<file path="config.mk">
export PLATFORM = sky130hd
export DESIGN_NAME = ups_strap_capture
export DESIGN_NICKNAME = d
export VERILOG_FILES = /design/src/shared/ups_pkg.sv /design/src/ups_strap_capture.sv
export SDC_FILE = /design/constraint.sdc
export NUM_CORES = 1
export LEC_CHECK = 0
export BUFFER_PORTS_ARGS = -buffer_cell sky130_fd_sc_hd__buf_2
export CORE_AREA = 2 2 116 118
export DETAILED_ROUTE_END_ITERATION = 7
export DIE_AREA = 0 0 118 120
export PLACE_DENSITY = 0.73
export SYNTH_ARGS = -nofsm -noshare
export SYNTH_HDL_FRONTEND = slang
export SYNTH_SLANG_ARGS = --single-unit
</file>
<file path="constraint.sdc">
create_clock -name sys_clk_in -period 2.6 [get_ports sys_clk_in]
set_input_delay 0.52 -clock sys_clk_in [delete_from_list [all_inputs] [get_ports sys_clk_in]]
set_output_delay 0.52 -clock sys_clk_in [all_outputs]
set_load 0.01 [all_outputs]
</file>
<file path="src/shared/ups_pkg.sv">
// constants and carriers for the serial-port strap capture block
// assumes a 250 MHz system clock and an 8-bit register port
package ups_pkg;

  // clock and strap window
  localparam int unsigned CLK_PERIOD_PS   = 4000;
  localparam int unsigned STRAP_WINDOW_NS = 100;
  localparam int unsigned STRAP_CYCLES    =
    (STRAP_WINDOW_NS * 1000 + CLK_PERIOD_PS - 1) / CLK_PERIOD_PS;
  localparam int unsigned STRAP_CNT_W     = 8;

  // register offsets
  localparam logic [7:0] GLOBAL_OPTION_OFS   = 8'h24;
  localparam logic [7:0] CFG_PORT_OPTION_OFS = 8'h26;
  localparam logic [7:0] DEVICE_ACTIVATE_OFS = 8'h30;
  localparam logic [7:0] WATCHDOG_COUNT_OFS  = 8'hF6;
  localparam logic [7:0] MODEM_CTRL_A_OFS    = 8'h40;
  localparam logic [7:0] MODEM_CTRL_B_OFS    = 8'h41;
  localparam logic [7:0] HANDSHAKE_A_OFS     = 8'h42;
  localparam logic [7:0] HANDSHAKE_B_OFS     = 8'h43;

  // field positions
  localparam int unsigned DEFAULT_CLEAR_BIT  = 0;
  localparam int unsigned KBC_ENABLE_BIT     = 2;
  localparam int unsigned CLOCK48_BIT        = 6;
  localparam int unsigned CFG_PORT_SEL_BIT   = 6;
  localparam int unsigned WATCHDOG_EN_BIT    = 0;
  localparam int unsigned MC_REQUEST_BIT     = 0;
  localparam int unsigned MC_TERMINAL_BIT    = 1;
  localparam int unsigned HS_CLEAR_SEND_BIT  = 4;
  localparam int unsigned HS_SET_READY_BIT   = 5;
  localparam int unsigned HS_RING_BIT        = 6;
  localparam int unsigned HS_CARRIER_BIT     = 7;

  // values
  localparam logic [7:0] REG_RESET_VAL       = 8'h00;
  localparam logic [7:0] WATCHDOG_STRAP_CNT  = 8'h0A;
  localparam logic [7:0] CFG_ADDR_STRAP_HI   = 8'h4E;
  localparam logic [7:0] CFG_ADDR_STRAP_LO   = 8'h2E;

  // modem inputs of one port, all as seen on the pins
  typedef struct packed {
    logic clear_send_n;
    logic set_ready_n;
    logic carrier_detect_n;
    logic ring_ind_n;
    logic serial_in;
  } ups_modem_t;

  // strap levels captured at the end of the strap window
  typedef struct packed {
    logic cfg_port_select_strap;
    logic watchdog_enable_strap;
    logic default_clear_strap_n;
    logic keyboard_ctrl_enable_strap;
    logic clock48_strap;
  } ups_strap_t;

endpackage

</file>
<file path="src/ups_strap_capture.sv">
// strap capture and modem-control pins of two serial ports
// assumes: pins come from outside the clock domain, uart core and register
// port run on sys_clk_in, the pad turns *_oe_out low into an input
`timescale 1ns/1ps
`default_nettype none

// Behaviour
// - at power-on, port A request-send level loads config port select bit 6
// - config port select high makes 4EH the config port address
// - port B request-send level sets watchdog enable bit 0, count 0x0A
// - port A terminal-ready level sets global bit 0, clearing defaults
// - port A serial-out level sets global bit 2, keyboard ctrl enable
// - port B serial-out level sets global bit 6, the 48 setting
// - strap pins pulled down during power-on, floating pin reads zero
// - each port's clear-to-send input shows in handshake status bit 4
// - request-send and terminal-ready are driven low when ready
module ups_strap_capture
  import ups_pkg::*;
(
  input  wire logic       sys_clk_in,
  input  wire logic       rst_n_in,
  input  wire logic       clk_en_in,
  // register port
  input  wire logic [7:0] reg_addr_in,
  input  wire logic [7:0] reg_wdata_in,
  input  wire logic       reg_wr_in,
  input  wire logic       reg_rd_in,
  output logic      [7:0] reg_rdata_out,
  // config port decode
  input  wire logic [7:0] io_addr_in,
  output logic      [7:0] cfg_port_addr_out,
  output logic            cfg_port_hit_out,
  // configuration bits toward the rest of the chip
  output logic            default_clear_out,
  output logic            keyboard_ctrl_enable_bit_out,
  output logic            clock48_bit_out,
  output logic            watchdog_enable_out,
  output logic      [7:0] watchdog_count_out,
  output logic            strap_phase_out,
  output logic            strap_pulldown_en_out,
  // uart core side
  input  wire logic       port_a_tx_data_in,
  input  wire logic       port_b_tx_data_in,
  output logic            port_a_serial_in_out,
  output logic            port_b_serial_in_out,
  // modem inputs
  input  wire ups_modem_t port_a_modem_in,
  input  wire ups_modem_t port_b_modem_in,
  // two-way pins
  input  wire logic       port_a_request_send_n_in,
  output logic            port_a_request_send_n_out,
  output logic            port_a_request_send_n_oe_out,
  input  wire logic       port_b_request_send_n_in,
  output logic            port_b_request_send_n_out,
  output logic            port_b_request_send_n_oe_out,
  input  wire logic       port_a_terminal_ready_n_in,
  output logic            port_a_terminal_ready_n_out,
  output logic            port_a_terminal_ready_n_oe_out,
  input  wire logic       port_b_terminal_ready_n_in,
  output logic            port_b_terminal_ready_n_out,
  output logic            port_b_terminal_ready_n_oe_out,
  input  wire logic       port_a_serial_out_in,
  output logic            port_a_serial_out_out,
  output logic            port_a_serial_out_oe_out,
  input  wire logic       port_b_serial_out_in,
  output logic            port_b_serial_out_out,
  output logic            port_b_serial_out_oe_out
);

  typedef enum logic [0:0] {
    ST_STRAP,
    ST_RUN
  } ups_state_t;

  localparam int unsigned SYNC_W = 15;

  // a change counts once the second and third stages agree
  function automatic logic [SYNC_W-1:0] filt_update(
    input logic [SYNC_W-1:0] s2,
    input logic [SYNC_W-1:0] s3,
    input logic [SYNC_W-1:0] held
  );
    filt_update = (s2 & s3) | (held & (s2 ^ s3));
  endfunction

  ups_state_t             state_ff;
  ups_state_t             nxt_state;
  logic [STRAP_CNT_W-1:0] strap_cnt_ff;
  logic [STRAP_CNT_W-1:0] nxt_strap_cnt;
  logic [SYNC_W-1:0]      sync1_ff;
  logic [SYNC_W-1:0]      sync2_ff;
  logic [SYNC_W-1:0]      sync3_ff;
  logic [SYNC_W-1:0]      filt_ff;
  logic [SYNC_W-1:0]      pin_raw;
  logic [7:0]             global_option_ff;
  logic [7:0]             nxt_global_option;
  logic [7:0]             cfg_port_option_ff;
  logic [7:0]             nxt_cfg_port_option;
  logic [7:0]             device_activate_ff;
  logic [7:0]             nxt_device_activate;
  logic [7:0]             watchdog_count_ff;
  logic [7:0]             nxt_watchdog_count;
  logic [7:0]             modem_ctrl_a_ff;
  logic [7:0]             nxt_modem_ctrl_a;
  logic [7:0]             modem_ctrl_b_ff;
  logic [7:0]             nxt_modem_ctrl_b;
  logic [7:0]             rdata_ff;
  logic [7:0]             nxt_rdata;
  logic                   tx_a_ff;
  logic                   tx_b_ff;
  ups_strap_t             strap_now;
  ups_modem_t             modem_a;
  ups_modem_t             modem_b;
  logic [7:0]             handshake_a;
  logic [7:0]             handshake_b;
  logic                   strap_done;
  logic                   capture;
  logic                   driving;
  logic                   wr_global;
  logic                   wr_cfg;
  logic                   wr_activate;
  logic                   wr_wdog;
  logic                   wr_mc_a;
  logic                   wr_mc_b;
  logic [7:0]             rd_mux;

  // every pin input except port B terminal-ready passes the same three stages
  assign pin_raw = {port_a_request_send_n_in,
                    port_b_request_send_n_in,
                    port_a_terminal_ready_n_in,
                    port_a_serial_out_in,
                    port_b_serial_out_in,
                    port_a_modem_in,
                    port_b_modem_in};

  always_ff @(posedge sys_clk_in or negedge rst_n_in) begin
    if (!rst_n_in) begin
      sync1_ff <= '0;
      sync2_ff <= '0;
      sync3_ff <= '0;
      filt_ff  <= '0;
    end else if (clk_en_in) begin
      sync1_ff <= pin_raw;
      sync2_ff <= sync1_ff;
      sync3_ff <= sync2_ff;
      filt_ff  <= filt_update(sync2_ff, sync3_ff, filt_ff);
    end
  end

  // strap levels are taken from the filtered pins, never under reset
  assign strap_now = filt_ff[SYNC_W-1 -: 5];
  assign modem_a   = filt_ff[9:5];
  assign modem_b   = filt_ff[4:0];

  // strap window: pins float on their pull-downs, then one capture
  assign strap_done    = (strap_cnt_ff == STRAP_CNT_W'(STRAP_CYCLES - 1));
  assign capture       = (state_ff == ST_STRAP) && strap_done;
  assign driving       = (state_ff == ST_RUN);

  always_comb begin
    nxt_state     = state_ff;
    nxt_strap_cnt = strap_cnt_ff;
    case (state_ff)
      ST_STRAP: begin
        nxt_strap_cnt = strap_cnt_ff + STRAP_CNT_W'(1);
        if (strap_done) begin
          nxt_state = ST_RUN;
        end
      end
      ST_RUN: begin
        nxt_strap_cnt = strap_cnt_ff;
      end
      default: begin
        nxt_state = ST_STRAP;
      end
    endcase
  end

  always_ff @(posedge sys_clk_in or negedge rst_n_in) begin
    if (!rst_n_in) begin
      state_ff     <= ST_STRAP;
      strap_cnt_ff <= '0;
    end else if (clk_en_in) begin
      state_ff     <= nxt_state;
      strap_cnt_ff <= nxt_strap_cnt;
    end
  end

  // register write decode
  assign wr_global   = reg_wr_in && (reg_addr_in == GLOBAL_OPTION_OFS);
  assign wr_cfg      = reg_wr_in && (reg_addr_in == CFG_PORT_OPTION_OFS);
  assign wr_activate = reg_wr_in && (reg_addr_in == DEVICE_ACTIVATE_OFS);
  assign wr_wdog     = reg_wr_in && (reg_addr_in == WATCHDOG_COUNT_OFS);
  assign wr_mc_a     = reg_wr_in && (reg_addr_in == MODEM_CTRL_A_OFS);
  assign wr_mc_b     = reg_wr_in && (reg_addr_in == MODEM_CTRL_B_OFS);

  // capture loads only the strap bits and the whole watchdog count, and wins over a write that cycle
  always_comb begin
    nxt_global_option   = wr_global ? reg_wdata_in : global_option_ff;
    nxt_cfg_port_option = wr_cfg ? reg_wdata_in : cfg_port_option_ff;
    nxt_device_activate = wr_activate ? reg_wdata_in : device_activate_ff;
    nxt_watchdog_count  = wr_wdog ? reg_wdata_in : watchdog_count_ff;
    nxt_modem_ctrl_a    = wr_mc_a ? reg_wdata_in : modem_ctrl_a_ff;
    nxt_modem_ctrl_b    = wr_mc_b ? reg_wdata_in : modem_ctrl_b_ff;
    if (capture) begin
      nxt_cfg_port_option[CFG_PORT_SEL_BIT] =
        strap_now.cfg_port_select_strap;
      nxt_device_activate[WATCHDOG_EN_BIT] =
        strap_now.watchdog_enable_strap;
      nxt_watchdog_count = strap_now.watchdog_enable_strap ?
        WATCHDOG_STRAP_CNT : REG_RESET_VAL;
      nxt_global_option[DEFAULT_CLEAR_BIT] =
        strap_now.default_clear_strap_n;
      nxt_global_option[KBC_ENABLE_BIT] =
        strap_now.keyboard_ctrl_enable_strap;
      nxt_global_option[CLOCK48_BIT] =
        strap_now.clock48_strap;
    end
  end

  always_ff @(posedge sys_clk_in or negedge rst_n_in) begin
    if (!rst_n_in) begin
      global_option_ff   <= REG_RESET_VAL;
      cfg_port_option_ff <= REG_RESET_VAL;
      device_activate_ff <= REG_RESET_VAL;
      watchdog_count_ff  <= REG_RESET_VAL;
      modem_ctrl_a_ff    <= REG_RESET_VAL;
      modem_ctrl_b_ff    <= REG_RESET_VAL;
    end else if (clk_en_in) begin
      global_option_ff   <= nxt_global_option;
      cfg_port_option_ff <= nxt_cfg_port_option;
      device_activate_ff <= nxt_device_activate;
      watchdog_count_ff  <= nxt_watchdog_count;
      modem_ctrl_a_ff    <= nxt_modem_ctrl_a;
      modem_ctrl_b_ff    <= nxt_modem_ctrl_b;
    end
  end

  // handshake status shows asserted modem lines as ones
  assign handshake_a = {~modem_a.carrier_detect_n,
                        ~modem_a.ring_ind_n,
                        ~modem_a.set_ready_n,
                        ~modem_a.clear_send_n,
                        4'h0};
  assign handshake_b = {~modem_b.carrier_detect_n,
                        ~modem_b.ring_ind_n,
                        ~modem_b.set_ready_n,
                        ~modem_b.clear_send_n,
                        4'h0};

  always_comb begin
    case (reg_addr_in)
      GLOBAL_OPTION_OFS:   rd_mux = global_option_ff;
      CFG_PORT_OPTION_OFS: rd_mux = cfg_port_option_ff;
      DEVICE_ACTIVATE_OFS: rd_mux = device_activate_ff;
      WATCHDOG_COUNT_OFS:  rd_mux = watchdog_count_ff;
      MODEM_CTRL_A_OFS:    rd_mux = modem_ctrl_a_ff;
      MODEM_CTRL_B_OFS:    rd_mux = modem_ctrl_b_ff;
      HANDSHAKE_A_OFS:     rd_mux = handshake_a;
      HANDSHAKE_B_OFS:     rd_mux = handshake_b;
      default:             rd_mux = REG_RESET_VAL;
    endcase
  end

  // read data stands only in the cycle after the strobe
  assign nxt_rdata = reg_rd_in ? rd_mux : REG_RESET_VAL;

  always_ff @(posedge sys_clk_in or negedge rst_n_in) begin
    if (!rst_n_in) begin
      rdata_ff <= REG_RESET_VAL;
      tx_a_ff  <= 1'b1;
      tx_b_ff  <= 1'b1;
    end else if (clk_en_in) begin
      rdata_ff <= nxt_rdata;
      tx_a_ff  <= port_a_tx_data_in;
      tx_b_ff  <= port_b_tx_data_in;
    end
  end

  assign reg_rdata_out = rdata_ff;

  // config port address follows the captured select bit
  assign cfg_port_addr_out = cfg_port_option_ff[CFG_PORT_SEL_BIT] ?
    CFG_ADDR_STRAP_HI : CFG_ADDR_STRAP_LO;
  assign cfg_port_hit_out  = (io_addr_in == cfg_port_addr_out);

  assign default_clear_out            = global_option_ff[DEFAULT_CLEAR_BIT];
  assign keyboard_ctrl_enable_bit_out = global_option_ff[KBC_ENABLE_BIT];
  assign clock48_bit_out              = global_option_ff[CLOCK48_BIT];
  assign watchdog_enable_out          = device_activate_ff[WATCHDOG_EN_BIT];
  assign watchdog_count_out           = watchdog_count_ff;
  assign strap_phase_out              = (state_ff == ST_STRAP);
  // pull-downs only while straps are sampled, so they never load the driven line
  assign strap_pulldown_en_out        = (state_ff == ST_STRAP);

  // the set-ready, carrier and ring lines are active low from the modem
  assign port_a_serial_in_out = modem_a.serial_in;
  assign port_b_serial_in_out = modem_b.serial_in;

  // ready states are driven low; pins float during the strap window
  assign port_a_request_send_n_out   = ~modem_ctrl_a_ff[MC_REQUEST_BIT];
  assign port_b_request_send_n_out   = ~modem_ctrl_b_ff[MC_REQUEST_BIT];
  assign port_a_terminal_ready_n_out = ~modem_ctrl_a_ff[MC_TERMINAL_BIT];
  assign port_b_terminal_ready_n_out = ~modem_ctrl_b_ff[MC_TERMINAL_BIT];
  assign port_a_serial_out_out       = tx_a_ff;
  assign port_b_serial_out_out       = tx_b_ff;

  assign port_a_request_send_n_oe_out   = driving;
  assign port_b_request_send_n_oe_out   = driving;
  assign port_a_terminal_ready_n_oe_out = driving;
  assign port_b_terminal_ready_n_oe_out = driving;
  assign port_a_serial_out_oe_out       = driving;
  assign port_b_serial_out_oe_out       = driving;

  // port B terminal-ready carries no strap; its input is not needed
  logic unused_dtr_b;
  assign unused_dtr_b = port_b_terminal_ready_n_in;

endmodule // ups_strap_capture

`default_nettype wire

</file>
# --- Word-level counts from Yosys, hierarchy flattened ---
# Cells that the tools add are included.
totals:
  regBits: 127
  latch_bits: 0
  mem_bits_rw: 0
  mem_bits_ro: 0
  in_bits: 47
  output_inout_bits: 45
  word_cells: 84
  n_memories: 0
op_classes:
  n_addsub: 1
  mul: 0
  div_mod_pow: 0
  n_lt_le_gt_ge: 0
  n_eq_ne: 10
  shifts: 0
  mux: 17
  bitwise: 17
  n_reduce_logical: 21
ops:
  columns: ["op", "count"]
  rows:
  - ["$pmux 8 s8", 1]
  - ["$eq 8x7->1 const B", 4]
  - ["$mux 8", 4]
  - ["$and 15x15->15", 2]
  - ["$eq 8x6->1 const B", 3]
  - ["$mux 7", 3]
  - ["$reduce_and 2->1", 10]
  - ["$or 15x15->15", 1]
  - ["$xor 15x15->15", 1]
  - ["$not 1->1", 13]
  - ["$add 8x1->8 const B", 1]
  - ["$eq 8x5->1 const B", 1]
  - ["$eq 8x7->1", 1]
  - ["$eq 8x8->1 const B", 1]
  - ["$mux 1", 8]
  - ["$reduce_bool 2->1", 4]
  - ["$logic_and 1x1->1", 7]
  - ["$mux 4", 1]

# --- Logic depth before layout (Yosys ltp) ---
depth:
  word_depth: 4
  depth_mapped: 7
  ltp_nobuf: 7

# --- Worst setup path after synthesis ---
# OpenSTA, ideal clock, no wires.
synth_path:
  path_kind: "in2reg"
  startpoint: "input reg_addr_in[4]"
  endpoint: "register cfg_port_option_ff[6]"
  setup_time_ps: 125
  arrival_time_ps: 2090
  required_time_ps: 2475
  path_slack_ps: 386
  cell_stages: 5
  n_path_buf: 0
  path_cell_list: "or4b_1 > nor2_2 > nand2_1 > nand2_1 > mux2_2"
synth_via:
  elab_chain_cells: 4
synth_lines:
  columns: ["element", "line", "source"]
  rows:
  - ["from (decl)", "ups_strap_capture.sv:24", "input wire logic [7:0] reg_addr_in,"]
  - ["$eq 8x6->1", "ups_strap_capture.sv:191", "assign wr_cfg = reg_wr_in && (reg_addr_in == CFG_PORT_OPTION_OFS);"]
  - ["$logic_and 1x1->1", "ups_strap_capture.sv:191", null]
  - ["$reduce_bool 2->1 (no source line)", null, null]
  - ["$reduce_and 2->1 (no source line)", null, null]
  - ["to (signal assigned)", "ups_strap_capture.sv:231", "cfg_port_option_ff <= nxt_cfg_port_option;"]
  - ["to (decl)", "ups_strap_capture.sv:97", "logic [7:0] cfg_port_option_ff;"]
# Every way passes these cells.
# A chain may end at the register's enable or synchronous reset.

# --- Final worst setup path ---
layout_path:
  startpoint: "register cfg_port_option_ff[6]"
  endpoint: "output cfg_port_hit_out"
layout_via:
  elab_chain_cells: 2
layout_lines:
  columns: ["element", "line", "source"]
  rows:
  - ["$mux 7", "ups_strap_capture.sv:283", "assign cfg_port_addr_out = cfg_port_option_ff[CFG_PORT_SEL_BIT] ?"]
  - ["$eq 8x7->1", "ups_strap_capture.sv:285", "assign cfg_port_hit_out = (io_addr_in == cfg_port_addr_out);"]
  - ["to (decl)", "ups_strap_capture.sv:32", "output logic cfg_port_hit_out,"]
# Every way passes these cells.

==> results.sh <==
export IMPL_grt_max_degree=44
export IMPL_regArea_um2=3181
export IMPL_cp_end_kind="primary output"
export IMPL_worstMarginPinSlew_ns=0.8726
export IMPL_multi_input_area_um2=2349
export IMPL_arrival_ns=1.82
export IMPL_synth_area_um2=5724
export IMPL_fp_dieH_um=120
export IMPL_initialDrtViolationCount=296
export IMPL_grt_usage_pct=18.34
export IMPL_ys_types=47
export IMPL_clkSlewWorstSetupHoldPaths_ns=0.06
export IMPL_sw_frac_of_total_pct=23.37
export IMPL_ios=92
export IMPL_path_cells="inv_1, or3_1, a2111oi_0, buf_2"
export IMPL_switchingPower_mw=1.240
export IMPL_cts_buffers=17
export IMPL_coreArea_um2=12980
export IMPL_fmax_mhz=427.5
export IMPL_synthCells=451
export IMPL_cap_violations=0
export IMPL_synth_edf_count=0
export IMPL_routabilityCongestion=0.8549
export IMPL_drc_errors=0
export IMPL_synthFlopType="dfrtp_1"
export IMPL_layout_min_cycle_time_ns=2.339
export IMPL_final_common_cell="dfrtp_1"
export IMPL_crit_family="flip-flops"
export IMPL_slew_violations=0
export IMPL_path_max_fanout=4
export IMPL_path_buf_inv=2
export IMPL_p_int_mw=4.066
export IMPL_yosysWarningCount=0
export IMPL_antenna_found_initial=0
export IMPL_hold_path_class="in -> async"
export IMPL_synth_seq_area_share_pct=55.56
export IMPL_status="finished clean"
export IMPL_fill_cells=1098
export IMPL_fin_skew_ns=0.005946
export IMPL_cts_root_buf="clkbuf_16"
export IMPL_clkPwrFrac_pct=45.9
export IMPL_cp_slowest_cell="dfrtp_1"
export IMPL_cp_required_ns=2.08
export IMPL_fp_dieW_um=118
export IMPL_grt_pass1_vias=3884
export IMPL_routed_via_density=5.320
export IMPL_powerDensity_nw_per_um2=763.8
export IMPL_initial_core_util_pct=44.10
export IMPL_cts_resized=0
export IMPL_grt_pass1_wl_mm=19.97
export IMPL_critPathLaunchType="register"
export IMPL_clock_path_buffers=2
export IMPL_fin_nets=606
export IMPL_setup_viol=0
export IMPL_p_leak_nw=3.334
export IMPL_stdcell_area_um2=6948
export IMPL_wl_mm=12.13
export IMPL_drive_gt1_share_pct=39.10
export IMPL_postRouteAntennaNets=0
export IMPL_rsz0062_at_grt="false"
export IMPL_seqPwrFrac_pct=44.3
export IMPL_async_flop_share_pct=100.0
export IMPL_dr_total_vias=3889
export IMPL_area_delta_synth_final_pct=21.38
export IMPL_cts_sinks=127
export IMPL_drtPass1Iterations=4
export IMPL_timing_final_crit_share_pct=89.97
export IMPL_synth_seq_cells=127
export IMPL_cpPeakStageDelay_ns=0.40
export IMPL_syn_avg_cell_area_um2=12.69
export IMPL_overflow=0
export IMPL_rows=42
export IMPL_cts_hold_buf=0
export IMPL_port_buffers=84
export IMPL_combPwrFrac_pct=9.8
export IMPL_dieArea_um2=14160
export IMPL_h_tree_depth=4
export IMPL_cts_tree="done"
export IMPL_ir_worst_vdd_uv=711.9
export IMPL_place_hpwl_mm=8.507
export IMPL_slew_headroom_pct=40.91
export IMPL_setup_tns_ns=0
export IMPL_worstSkewPairLatency_ns=0.42
export IMPL_path_class="reg -> out"
export IMPL_final_cell_mix="dfrtp_1 (125), buf_2 (83), mux2_2 (81), nand2_1 (54), o21ai_0 (21)"
export IMPL_post_drt_wl_per_cell_um=16.59
export IMPL_dpl_cell_area_um2=6342
export IMPL_final_hold_viol_count=0
export IMPL_diodes=0
export IMPL_cts_setup_buffers=0
## kinds of logic after synthesis
family,synth area share [%]
DFF,55.56
muxes,18.56
and+or+nand+nor,8.350
AOI/OAI and AO/OA,8.940
buffers and inverters,3.672
adders and majority gates,3.716
xor gates and xnor gates,1.071
other,0.1312
## registers in the layout, indices dropped and copies added, names as in the netlist, 8 cells and up
register,cells
modem_ctrl_a_ff,8
strap_cnt_ff,8
cfg_port_option_ff,8
watchdog_count_out,8
sync3_ff,15
reg_rdata_out,8
device_activate_ff,8
global_option_ff,8
filt_ff,15
modem_ctrl_b_ff,8
sync1_ff,15
sync2_ff,15
## power by group through the flow
stage | clock network, mW | logic, mW | registers (mW)
after global placement | 0 | 0.500 | 2.37
after global routing | 2.56 | 0.600 | 2.38
final | 2.44 | 0.523 | 2.35
after CTS | 2.47 | 0.534 | 2.35
after detailed placement | 0 | 0.527 | 2.38
after floorplan | 0 | 0.328 | 2.34
## worst reg2reg max path: stages, from the launching register on
cell     delay, ns
dfrtp_1       0.39
inv_1         0.10
ha_1          0.16
or4b_4        0.49
nor4_4        0.52
and3b_1       0.28
a22oi_1       0.15
a21oi_1       0.09
## through the flow
| stage | total power, mW | instances | utilization [%] | worst slack [ns] | hold slack (ns) |
|---|---|---|---|---|---|
| 5_1_grt | 5.535 | 731 | 53.53 | 0.1158 | 0.1248 |
| 3_5_place_dp | 2.909 | 699 | 48.86 | 0.2557 | 0.4759 |
| 3_3_place_gp | 2.866 | 699 | 48.86 | 0.3189 | 0.4683 |
| 2_1_floorplan | 2.668 | 455 | - | 0.3857 | 0.2244 |
| 4_1_cts | 5.355 | 731 | 53.53 | 0.2567 | 0.09993 |
| 6_report | 5.307 | 731 | 53.53 | 0.2607 | 0.09103 |
## final cells by class
type,instances,area share [%]
Timing Repair Buffer,100,7.996
Inverter,10,0.5402
Tap cell,176,3.169
Sequential cell,127,45.78
Clock inverter,5,1.477
Multi-Input combinational cell,286,33.80
Clock buffer,27,7.239
## routing by layer
metal  global-route usage (%)  up-vias  share of wire, %
met3                    6.987       10               5.6
met5                        0        -                 0
met4                    5.723        0              0.79
met1                    23.24     1972                44
met2                    29.22      109                49
li1                         -     1798                 -
## synth_stat cells (all sizes together), types with 2 or more instances
library cell	instances	area, um^2
a22oi	3	22.52
nand4	2	12.51
nor2	13	51.30
or4b	3	37.54
xor2	2	17.52
buf	18	120.1
ha	17	212.7
o21ai	21	105.1
a21oi	8	40.04
inv	10	37.54
conb	2	7.510
xnor2	5	43.79
dfrtp	125	3128
nor4	3	48.80
o2bb2ai	8	70.07
o311a	4	40.04
nand3	4	20.02
or3	2	12.51
mux2	81	912.1
o211a	4	40.04
dfstp	2	52.55
clkbuf	14	52.55
mux2i	15	150.1
nand2	54	202.7
nand4bb	2	22.52
a222oi	8	80.08
a22o	6	52.55
## path summary, 6_finish.rpt
check | startpoint | endpoint | slack [ns] | cells past startpoint
setup reg to reg | strap_cnt_ff[0] | global_option_ff[0] | 0.29 | 7
setup / recovery | cfg_port_option_ff[6] | cfg_port_hit_out | 0.26 | 4
hold reg to reg | reg_rdata_out[1] | reg_rdata_out[1] | 0.48 | 1
hold / removal | rst_n_in | sync2_ff[4] | 0.09 | 1
max in group asynchronous | rst_n_in | sync1_ff[2] | 1.86 | 2
min in group sys_clk_in | port_a_modem_in[1] | sync1_ff[6] | 0.33 | 2
Power figures use the tool's default switching activity.
